## src/core/occ_defines.vh

```
// constants shared by the compare channel control files
`ifndef OCC_DEFINES_VH
`define OCC_DEFINES_VH

// --------------------
// register word offsets (byte address bits 7:0)
// --------------------
`define OCC_ADDR_CON2 8'h00
`define OCC_ADDR_CON1 8'h04
`define OCC_ADDR_PRIM 8'h08
`define OCC_ADDR_SEC 8'h0C
`define OCC_ADDR_PER 8'h10
`define OCC_ADDR_CNT 8'h14

// --------------------
// control two fields
// --------------------
`define OCC_C2_PERSIST 15
`define OCC_C2_FLEVEL 14
`define OCC_C2_FDIR 13
`define OCC_C2_INV 12
`define OCC_C2_DCB_HI 10
`define OCC_C2_DCB_LO 9
`define OCC_C2_CASC 8
`define OCC_C2_TRIG 7
`define OCC_C2_TSTAT 6
`define OCC_C2_TRIS 5
`define OCC_C2_SRC_HI 4
`define OCC_C2_SRC_LO 0
`define OCC_C2_WMASK 16'hF7FF
`define OCC_C2_RESET 16'h000C

// --------------------
// control one fields
// --------------------
`define OCC_C1_FEN 7
`define OCC_C1_FSTAT 4
`define OCC_C1_TCLR 3
`define OCC_C1_MODE_HI 2
`define OCC_C1_MODE_LO 0
`define OCC_C1_WMASK 16'h008F
`define OCC_C1_RESET 16'h0000

// --------------------
// compare modes and source codes
// --------------------
`define OCC_MODE_OFF 3'h0
`define OCC_MODE_SS_HIGH 3'h1
`define OCC_MODE_SS_LOW 3'h2
`define OCC_MODE_TOGGLE 3'h3
`define OCC_MODE_DBL_ONE 3'h4
`define OCC_MODE_DBL_CONT 3'h5
`define OCC_MODE_PWM_EDGE 3'h6
`define OCC_MODE_PWM_CTR 3'h7
`define OCC_SRC_NONE 5'h00
`define OCC_SRC_RSV_A 5'h10
`define OCC_SRC_RSV_B 5'h11
`define OCC_SRC_SELF 5'h1F

// --------------------
// timing and bus constants
// --------------------
`define OCC_TICK_LAST 2'h3
`define OCC_HALF_MASK 32'h0000_FFFF
`define OCC_HSIZE_WORD 3'h2
`define OCC_HRESP_OKAY 1'b0
`define OCC_ZERO16 16'h0000
`define OCC_ZERO32 32'h0000_0000
`define OCC_ONE32 32'h0000_0001

`endif

```

## src/core/occ_fine_delay.v

```verilog
// falling-edge fine delay of the compare waveform in quarter instruction cycles
`include "occ_defines.vh"

module occ_fine_delay (
    input wire clk,
    input wire reset,
    input wire rawIn,
    input wire [1:0] delaySel,
    output reg delayedOut
);

    reg [2:0] hist_q;

    // --------------------
    // history of the waveform, one clock per quarter cycle
    // --------------------
    always @(posedge clk or posedge reset) begin
        if (reset) begin
            hist_q <= 3'h0;
        end else begin
            hist_q <= {hist_q[1:0], rawIn};
        end
    end

    // rising edge passes at once, falling edge waits for the history to drain
    always @* begin
        case (delaySel)
            2'h0: delayedOut = rawIn;
            2'h1: delayedOut = rawIn | hist_q[0];
            2'h2: delayedOut = rawIn | hist_q[0] | hist_q[1];
            2'h3: delayedOut = rawIn | (|hist_q);
            default: delayedOut = rawIn;
        endcase
    end

endmodule

```

## src/core/occ_channel_ctrl.v

```verilog
// compare/pwm channel with its second control register and ahb-lite slave
//
// What this block does
// - persist: fault ends once input gone and software clears status.
// - no persist: fault ends once input gone and a new period starts.
// - fault drives the output to the fault level.
// - force direction bit makes the pin an output on fault.
// - invert bit inverts the channel output.
// - fine delay holds the falling edge 0, 1/4, 1/2, 3/4 cycle.
// - fine delay double-buffered in pwm modes only.
// - cascade bit joins two halves into one 32-bit compare.
// - trigger select: start on trigger; else sync time base to source.
// - hardware sets trigger flag; timer held clear while it is 0.
// - high impedance bit releases the pin; clear connects the output.
// - source field picks channels, timers, captures, comparators, converter.
// - source code zero runs unsynchronised.
// - trigger clear mode clears the flag on secondary compare match.
// - in pwm modes duty values latch only on period match once running; while stopped or outside pwm modes they follow the live registers.
// - fault enable and status act only in pwm modes.
//
// The AHB-Lite interface to the registers and the register addresses are this design's own decisions.
`include "occ_defines.vh"

module occ_channel_ctrl (
    input wire clk,
    input wire reset,
    input wire hsel,
    input wire [31:0] haddr,
    input wire [1:0] htrans,
    input wire hwrite,
    input wire [2:0] hsize,
    input wire [31:0] hwdata,
    input wire hready,
    output reg [31:0] hrdata,
    output reg hreadyout,
    output reg hresp,
    input wire faultPin,
    input wire [31:0] sourceEvents,
    output reg pinOut,
    output reg pinOutEnable,
    output reg timerTriggered,
    output reg periodMatch,
    output reg cascadeActive
);

    // --------------------
    // helper functions
    // --------------------
    // keep only the low half unless the pair is cascaded
    function [31:0] fitWidth;
        input casc;
        input [31:0] v;
        begin
            fitWidth = casc ? v : (v & `OCC_HALF_MASK);
        end
    endfunction

    // apply a software write under a mask of writable bits
    function [15:0] maskWrite;
        input [15:0] old;
        input [15:0] wr;
        input [15:0] msk;
        begin
            maskWrite = (old & ~msk) | (wr & msk);
        end
    endfunction

    // --------------------
    // state
    // --------------------
    reg [15:0] con2_q, con2_d;
    reg [15:0] con1_q, con1_d;
    reg [31:0] primCmp_q, primCmp_d;
    reg [31:0] secCmp_q, secCmp_d;
    reg [31:0] period_q, period_d;
    reg [31:0] count_q, count_d;
    reg [1:0] tick_q, tick_d;
    reg [31:0] primAct_q, primAct_d;
    reg [31:0] secAct_q, secAct_d;
    reg [1:0] dcbAct_q, dcbAct_d;
    reg wave_q, wave_d;
    reg shotDone_q, shotDone_d;
    reg faultActive_q, faultActive_d;
    reg faultSync1_q, faultSync2_q;
    reg wrPend_q, rdPend_q;
    reg [7:0] addr_q;
    reg pinOut_d, pinOe_d;

    // --------------------
    // decoded control fields
    // --------------------
    wire [2:0] mode = con1_q[`OCC_C1_MODE_HI:`OCC_C1_MODE_LO];
    wire pwmMode = (mode == `OCC_MODE_PWM_EDGE) || (mode == `OCC_MODE_PWM_CTR);
    wire casc = con2_q[`OCC_C2_CASC];
    wire trigger_clear_mode = con2_q[`OCC_C2_TRIG];
    wire timer_triggered_flag = con2_q[`OCC_C2_TSTAT];
    wire [4:0] srcSel = con2_q[`OCC_C2_SRC_HI:`OCC_C2_SRC_LO];
    wire [1:0] dcbReg = con2_q[`OCC_C2_DCB_HI:`OCC_C2_DCB_LO];

    // bus write strobes for the data phase
    wire wrCon2 = wrPend_q && (addr_q == `OCC_ADDR_CON2);
    wire wrCon1 = wrPend_q && (addr_q == `OCC_ADDR_CON1);
    wire wrPrim = wrPend_q && (addr_q == `OCC_ADDR_PRIM);
    wire wrSec = wrPend_q && (addr_q == `OCC_ADDR_SEC);
    wire wrPer = wrPend_q && (addr_q == `OCC_ADDR_PER);
    wire accept = hsel && htrans[1] && hready && (hsize == `OCC_HSIZE_WORD);

    // --------------------
    // source selection
    // --------------------
    // reserved codes and the self code never fire; self loops would lock up
    wire srcValid = (srcSel != `OCC_SRC_NONE) && (srcSel != `OCC_SRC_RSV_A) &&
                    (srcSel != `OCC_SRC_RSV_B) && (srcSel != `OCC_SRC_SELF);
    wire srcHit = srcValid && sourceEvents[srcSel];

    // --------------------
    // time base comparisons
    // --------------------
    wire running = (mode != `OCC_MODE_OFF) && (!trigger_clear_mode || timer_triggered_flag);
    wire tickNow = (tick_q == `OCC_TICK_LAST);
    wire [31:0] cnt = fitWidth(casc, count_q);
    wire [31:0] perUse = fitWidth(casc, period_q);
    wire [31:0] primUse = fitWidth(casc, pwmMode ? primAct_q : primCmp_q);
    wire [31:0] secUse = fitWidth(casc, pwmMode ? secAct_q : secCmp_q);
    wire perHit = running && tickNow && (cnt == perUse);
    wire primHit = running && tickNow && (cnt == primUse);
    wire secHit = running && tickNow && (cnt == secUse);

    // fault input counts only when enabled and in a pwm mode
    wire faultIn = faultSync2_q && con1_q[`OCC_C1_FEN] && pwmMode;

    // fine delay source: buffered copy in pwm modes, live field elsewhere
    wire [1:0] dcbUse = pwmMode ? dcbAct_q : dcbReg;
    wire delayed;

    occ_fine_delay uDelay (
        .clk(clk),
        .reset(reset),
        .rawIn(wave_q),
        .delaySel(dcbUse),
        .delayedOut(delayed)
    );

    // --------------------
    // register read mux
    // --------------------
    reg [31:0] readValue;
    always @* begin
        case (addr_q)
            `OCC_ADDR_CON2: readValue = {`OCC_ZERO16, con2_q};
            `OCC_ADDR_CON1: readValue = {`OCC_ZERO16, con1_q};
            `OCC_ADDR_PRIM: readValue = primCmp_q;
            `OCC_ADDR_SEC: readValue = secCmp_q;
            `OCC_ADDR_PER: readValue = period_q;
            `OCC_ADDR_CNT: readValue = cnt;
            default: readValue = `OCC_ZERO32;
        endcase
    end

    // --------------------
    // control registers and flags
    // --------------------
    // hardware set beats every clear in the same cycle
    always @* begin
        con2_d = con2_q;
        con1_d = con1_q;
        primCmp_d = wrPrim ? hwdata : primCmp_q;
        secCmp_d = wrSec ? hwdata : secCmp_q;
        period_d = wrPer ? hwdata : period_q;
        if (wrCon2) begin
            con2_d = maskWrite(con2_q, hwdata[15:0], `OCC_C2_WMASK);
        end else if (con1_q[`OCC_C1_TCLR] && secHit) begin
            con2_d[`OCC_C2_TSTAT] = 1'b0;
        end
        if (trigger_clear_mode && srcHit) begin
            con2_d[`OCC_C2_TSTAT] = 1'b1;
        end
        if (wrCon1) begin
            con1_d = maskWrite(con1_q, hwdata[15:0], `OCC_C1_WMASK);
            // status takes only a clearing write; a one leaves it alone
            con1_d[`OCC_C1_FSTAT] = con1_q[`OCC_C1_FSTAT] & hwdata[`OCC_C1_FSTAT];
        end
        if (faultIn) begin
            con1_d[`OCC_C1_FSTAT] = 1'b1;
        end
    end

    // --------------------
    // time base and double buffer
    // --------------------
    always @* begin
        tick_d = running ? tick_q + 2'h1 : 2'h0;
        count_d = count_q;
        if (!running) begin
            count_d = `OCC_ZERO32;
        end else if (!trigger_clear_mode && srcHit) begin
            count_d = `OCC_ZERO32;
        end else if (tickNow) begin
            count_d = perHit ? `OCC_ZERO32 : fitWidth(casc, cnt + `OCC_ONE32);
        end
        // live values until running or outside pwm modes, then only at the end of a period
        primAct_d = primAct_q;
        secAct_d = secAct_q;
        dcbAct_d = dcbAct_q;
        if (!running || perHit || !pwmMode) begin
            primAct_d = primCmp_q;
            secAct_d = secCmp_q;
            dcbAct_d = dcbReg;
        end
    end

    // --------------------
    // compare waveform
    // --------------------
    always @* begin
        wave_d = wave_q;
        shotDone_d = shotDone_q;
        case (mode)
            `OCC_MODE_OFF: wave_d = 1'b0;
            `OCC_MODE_SS_HIGH: begin
                if (primHit) begin
                    wave_d = 1'b1;
                end
            end
            `OCC_MODE_SS_LOW: begin
                if (primHit) begin
                    wave_d = 1'b0;
                end
            end
            `OCC_MODE_TOGGLE: begin
                if (primHit) begin
                    wave_d = ~wave_q;
                end
            end
            `OCC_MODE_DBL_ONE: begin
                if (!shotDone_q && primHit) begin
                    wave_d = 1'b1;
                end else if (!shotDone_q && secHit) begin
                    wave_d = 1'b0;
                    shotDone_d = 1'b1;
                end
            end
            `OCC_MODE_DBL_CONT: begin
                if (primHit) begin
                    wave_d = 1'b1;
                end else if (secHit) begin
                    wave_d = 1'b0;
                end
            end
            // secondary above period gives a steady high level
            `OCC_MODE_PWM_EDGE: wave_d = running && (cnt < secUse);
            `OCC_MODE_PWM_CTR: wave_d = running && (cnt >= primUse) && (cnt < secUse);
            default: wave_d = 1'b0;
        endcase
        // a mode write restarts the one-shot from its documented level
        if (wrCon1) begin
            wave_d = (hwdata[`OCC_C1_MODE_HI:`OCC_C1_MODE_LO] == `OCC_MODE_SS_LOW);
            shotDone_d = 1'b0;
        end
    end

    // --------------------
    // fault state and pin drive
    // --------------------
    always @* begin
        faultActive_d = faultActive_q;
        if (faultIn) begin
            faultActive_d = 1'b1;
        end else if (faultActive_q && con2_q[`OCC_C2_PERSIST]) begin
            // held until software has cleared the latched status
            faultActive_d = con1_d[`OCC_C1_FSTAT];
        end else if (faultActive_q && (perHit || !pwmMode)) begin
            faultActive_d = 1'b0;
        end
        pinOut_d = delayed ^ con2_q[`OCC_C2_INV];
        if (faultActive_d) begin
            pinOut_d = con2_q[`OCC_C2_FLEVEL];
        end
        pinOe_d = !con2_q[`OCC_C2_TRIS];
        if (faultActive_d && con2_q[`OCC_C2_FDIR]) begin
            pinOe_d = 1'b1;
        end
    end

    // --------------------
    // fault pin synchroniser
    // --------------------
    always @(posedge clk or posedge reset) begin
        if (reset) begin
            faultSync1_q <= 1'b0;
            faultSync2_q <= 1'b0;
        end else begin
            faultSync1_q <= faultPin;
            faultSync2_q <= faultSync1_q;
        end
    end

    // --------------------
    // ahb-lite slave: zero-wait writes, one wait state on reads
    // --------------------
    // the read wait lets a write in the preceding data phase land first
    always @(posedge clk or posedge reset) begin
        if (reset) begin
            wrPend_q <= 1'b0;
            rdPend_q <= 1'b0;
            addr_q <= 8'h00;
            hrdata <= `OCC_ZERO32;
            hreadyout <= 1'b1;
            hresp <= `OCC_HRESP_OKAY;
        end else begin
            hresp <= `OCC_HRESP_OKAY;
            wrPend_q <= 1'b0;
            if (rdPend_q) begin
                hrdata <= readValue;
                hreadyout <= 1'b1;
                rdPend_q <= 1'b0;
            end else if (accept) begin
                addr_q <= haddr[7:0];
                wrPend_q <= hwrite;
                rdPend_q <= !hwrite;
                hreadyout <= hwrite;
            end
        end
    end

    // --------------------
    // channel state registers
    // --------------------
    always @(posedge clk or posedge reset) begin
        if (reset) begin
            con2_q <= `OCC_C2_RESET;
            con1_q <= `OCC_C1_RESET;
            primCmp_q <= `OCC_ZERO32;
            secCmp_q <= `OCC_ZERO32;
            period_q <= `OCC_ZERO32;
            count_q <= `OCC_ZERO32;
            tick_q <= 2'h0;
            primAct_q <= `OCC_ZERO32;
            secAct_q <= `OCC_ZERO32;
            dcbAct_q <= 2'h0;
            wave_q <= 1'b0;
            shotDone_q <= 1'b0;
            faultActive_q <= 1'b0;
            pinOut <= 1'b0;
            pinOutEnable <= 1'b1;
            timerTriggered <= 1'b0;
            periodMatch <= 1'b0;
            cascadeActive <= 1'b0;
        end else begin
            con2_q <= con2_d;
            con1_q <= con1_d;
            primCmp_q <= primCmp_d;
            secCmp_q <= secCmp_d;
            period_q <= period_d;
            count_q <= count_d;
            tick_q <= tick_d;
            primAct_q <= primAct_d;
            secAct_q <= secAct_d;
            dcbAct_q <= dcbAct_d;
            wave_q <= wave_d;
            shotDone_q <= shotDone_d;
            faultActive_q <= faultActive_d;
            pinOut <= pinOut_d;
            pinOutEnable <= pinOe_d;
            timerTriggered <= con2_d[`OCC_C2_TSTAT];
            periodMatch <= perHit;
            cascadeActive <= casc;
        end
    end

endmodule

```

## config.mk

```make
export PLATFORM = sky130hd
export DESIGN_NAME = occ_channel_ctrl
export DESIGN_NICKNAME = d
export VERILOG_FILES = /design/src/core/occ_fine_delay.v /design/src/core/occ_channel_ctrl.v
export VERILOG_INCLUDE_DIRS = /design/src /design/src/core
export SDC_FILE = /design/constraint.sdc
export NUM_CORES = 1
export LEC_CHECK = 0
export BUFFER_PORTS_ARGS = -buffer_cell sky130_fd_sc_hd__clkbuf_2
export CELL_PAD_IN_SITES_DETAIL_PLACEMENT = 1
export CELL_PAD_IN_SITES_GLOBAL_PLACEMENT = 1
export CORE_ASPECT_RATIO = 1.1
export CORE_MARGIN = 2
export CORE_UTILIZATION = 48
export CTS_CLUSTER_SIZE = 20
export DETAILED_ROUTE_END_ITERATION = 8
export PLACE_DENSITY_LB_ADDON = 0.3
export SYNTH_ARGS = -nofsm -noshare
export SYNTH_HDL_FRONTEND = slang
export SYNTH_HIERARCHICAL = 1
export SYNTH_SLANG_ARGS = --single-unit
export TNS_END_PERCENT = 1
```

## constraint.sdc

```tcl
create_clock -name clk -period 11 [get_ports clk]
set_input_delay 2.75 -clock clk [delete_from_list [all_inputs] [get_ports clk]]
set_output_delay 2.75 -clock clk [all_outputs]
set_load 0.005 [all_outputs]
```

==> impl_metrics.tcl <==
set metrics [dict create \
    status "completed" \
    clockBufferDepth 3 \
    fin_tns_setup_ns 0 \
    fmax_mhz 212.2 \
    period_needed_ns 4.713 \
    layout.nets 1573 \
    synth_compound_area_frac 0.1071 \
    io_pins 146 \
    busiest_layer "met2" \
    power.density_nw_per_um2 189.4 \
    cp.arrival_ns 5.12 \
    cp_max_fo 32 \
    core-area_um2 31140 \
    fp.dieW_um 173.1 \
    wl_per_cell_um 22.90 \
    maxCapViolCount 0 \
    rows 68 \
    h-tree-depth 1 \
    synth_fa_ha_area_frac 0.05469 \
    first_pass_iters 4 \
    final_cells 1843 \
    setup_viol 0 \
    postPlaceCellArea_um2 15970 \
    via_per_inst 5.967 \
    min_from "faultSync1_q" \
    yosysWarnings 6 \
    ys_ff_latch 272 \
    crit_start "sourceEvents[9]" \
    cts_root_buffer "clkbuf_16" \
    grt_max_degree 140 \
    grt_first_pass_wirelength_um 68160 \
    drcViolationCount 0 \
    muxShareOfSynthArea 0.2292 \
    final-max-slew-violation-count 0 \
    grt_pass1_vias 12122 \
    drt-initial-drc-count 525 \
    synthSimpleGateAreaFrac 0.1019 \
    synth.distinct_cells 69 \
    regArea_um2 6813 \
    irDropWorstVdd_v 0.0001414 \
    cts_resized 0 \
    grtUsageMet3 0.02878 \
    synth_ff_type "dfrtp_1" \
    syn_area_um2 15100 \
    io_buffers 119 \
    area_growth_pct 12.21 \
    synthesis.nets 1487 \
    hold_path.class "register to register" \
    clk_pin_slew_ns 0.06 \
    finalWirelength_um 42210 \
    power.leakage_uw 0.007482 \
    synth_top_family_by_area "multiplexers" \
    antenna_found_initial 0 \
    synth_top_cells_by_count "dfrtp_1 (268), mux2_2 (177), nand2_1 (94)" \
    synth_seq_area_share 0.4511 \
    ant_nets 0 \
    drive_gt1_frac 0.2916 \
    grt_use_met2 0.4780 \
    synth_top_area_share 0.4441 \
    cts_buffers 30 \
    cts_setup_buffers 0 \
    async_flop_share 1.000 \
    grt.total_usage 0.2619 \
    timing.rr.start "addr_q[7]" \
    rsz0062_at_grt "no" \
    maxSlewHeadroom 0.1563 \
    whs_ns 0.3496 \
    cts-hold-fix-buffers 0 \
    hold_violations 0 \
    num_vias 10997 \
    gp_congestion 0.7973 \
    diodes 0 \
    cts_tree "done" \
    dp_hpwl_um 28970 \
    worst_pin_slew_ns 1.262 \
    syn_avg_cell_area_um2 11.49 \
    dieArea_um2 32900 \
    synth_most_common_cell "dfrtp_1" \
    synthesis.instances 1314 \
    cts.sinks 272 \
    dp_cells 1788 \
    synth_top_area_cell "dfrtp_1" \
    fin_skew_ns 0.01453 \
    overflow 0 \
    synth-xor-area-share 0.01914 \
    synth_area_leaders "dfrtp_1 (44%), mux2_2 (13%), ha_1 (5.5%)" \
    met1_usage 0.3238 \
    num-fill-cells 3299 \
    cp-end-kind "register" \
    multi_input_area_um2 7762 \
    finalCritPeriodShare 0.4285 \
    synth-edff-count 0 \
    start_util 0.4849 \
    critPathRequiredTime_ns 11.40 \
    fin_area_um2 16950 \
    die_h_um 190.0 \
    cp-start-kind "primary input" \
    clk_latency_ns 0.58 \
    criticalPathCategory "primary input to register" \
]
==> per-layer routing <==
layer	up-vias	wire length, um
met5	-	0
met4	0	1199
met3	68	1491
met2	215	21860
met1	5678	17660
li1	5036	-
==> cell families after synthesis <==
family                   Yosys count
multiplexers                     306
XOR/XNOR                          33
flip-flops                       272
adder cells (fa/ha/maj)           66
buffers and inverters            121
AND/OR/NAND/NOR                  299
other                              1
AO/OA/AOI/OAI                    216
==> cell usage in the layout (no fill, tap or decap), types with 40 or more instances in the layout <==
cell type,synthesis,layout
o22ai_1,41,41
dfrtp_1,268,267
mux2i_1,78,78
mux2_2,177,177
a21oi_1,60,60
ha_1,66,66
inv_1,41,40
clkbuf_2,0,119
nand2_1,94,93
mux2_1,41,41
nor2_1,58,58
==> state kept, by name (all words and copies together), names as in the netlist, 2 cells and up <==
signal and flops:
con1_q 6, secCmp_q 32, secAct_q 32, addr_q 8
period_q 32, uDelay/hist_q 3, primCmp_q 32, count_q 32
hrdata 32, primAct_q 32, tick_q 2, dcbAct_q 2
con2_q 14
==> layout make-up <==
cell class              count  share of cell area
flip-flops and latches    272              0.4021
clock buffers              46             0.05324
repair buffers            134             0.04179
multi-input cells         921              0.4581
well taps                 420             0.03101
clock inverters             9            0.004283
inverters                  41            0.009525
==> final timing paths <==
check,end,slack [ns],depth (start not counted)
worst max register to register,primCmp_q[17],6.69,7
worst min register to register,faultSync2_q,0.35,0
max in group asynchronous,count_q[21],7.02,3
worst max-delay path,count_q[24],6.29,7
worst min-delay path,faultSync2_q,0.35,0
min in group asynchronous,uDelay/hist_q[0],2.10,2
==> critical path, stage by stage <==
cell,delay [ns]
clkbuf_2,0.09
mux4_2,0.23
mux4_2,0.22
mux2i_1,0.07
a311oi_1,0.56
nor2b_4,1.06
nor3b_2,0.11
==> through the flow <==
| step | power [uW] | worst slack [ns] | util |
|---|---|---|---|
| floorplan | 1976 | 0.8463 | - |
| global placement | 2169 | 5.804 | 0.5129 |
| detailed placement | 2223 | 5.741 | 0.5129 |
| CTS | 3236 | 6.289 | 0.5442 |
| global route | 3382 | 6.186 | 0.5442 |
| finish | 3209 | 6.287 | 0.5442 |
==> power by group <==
| group | switching (uW) | leakage (uW) | internal, uW | total, uW |
|---|---|---|---|---|
| Combinational | 508 | 0.00363 | 413 | 921 |
| Clock | 421 | 0.000483 | 584 | 1000 |
| Sequential | 104 | 0.00337 | 1180 | 1280 |
| Total | 1030 | 0.00748 | 2180 | 3210 |
Power figures use the tool's default switching activity.
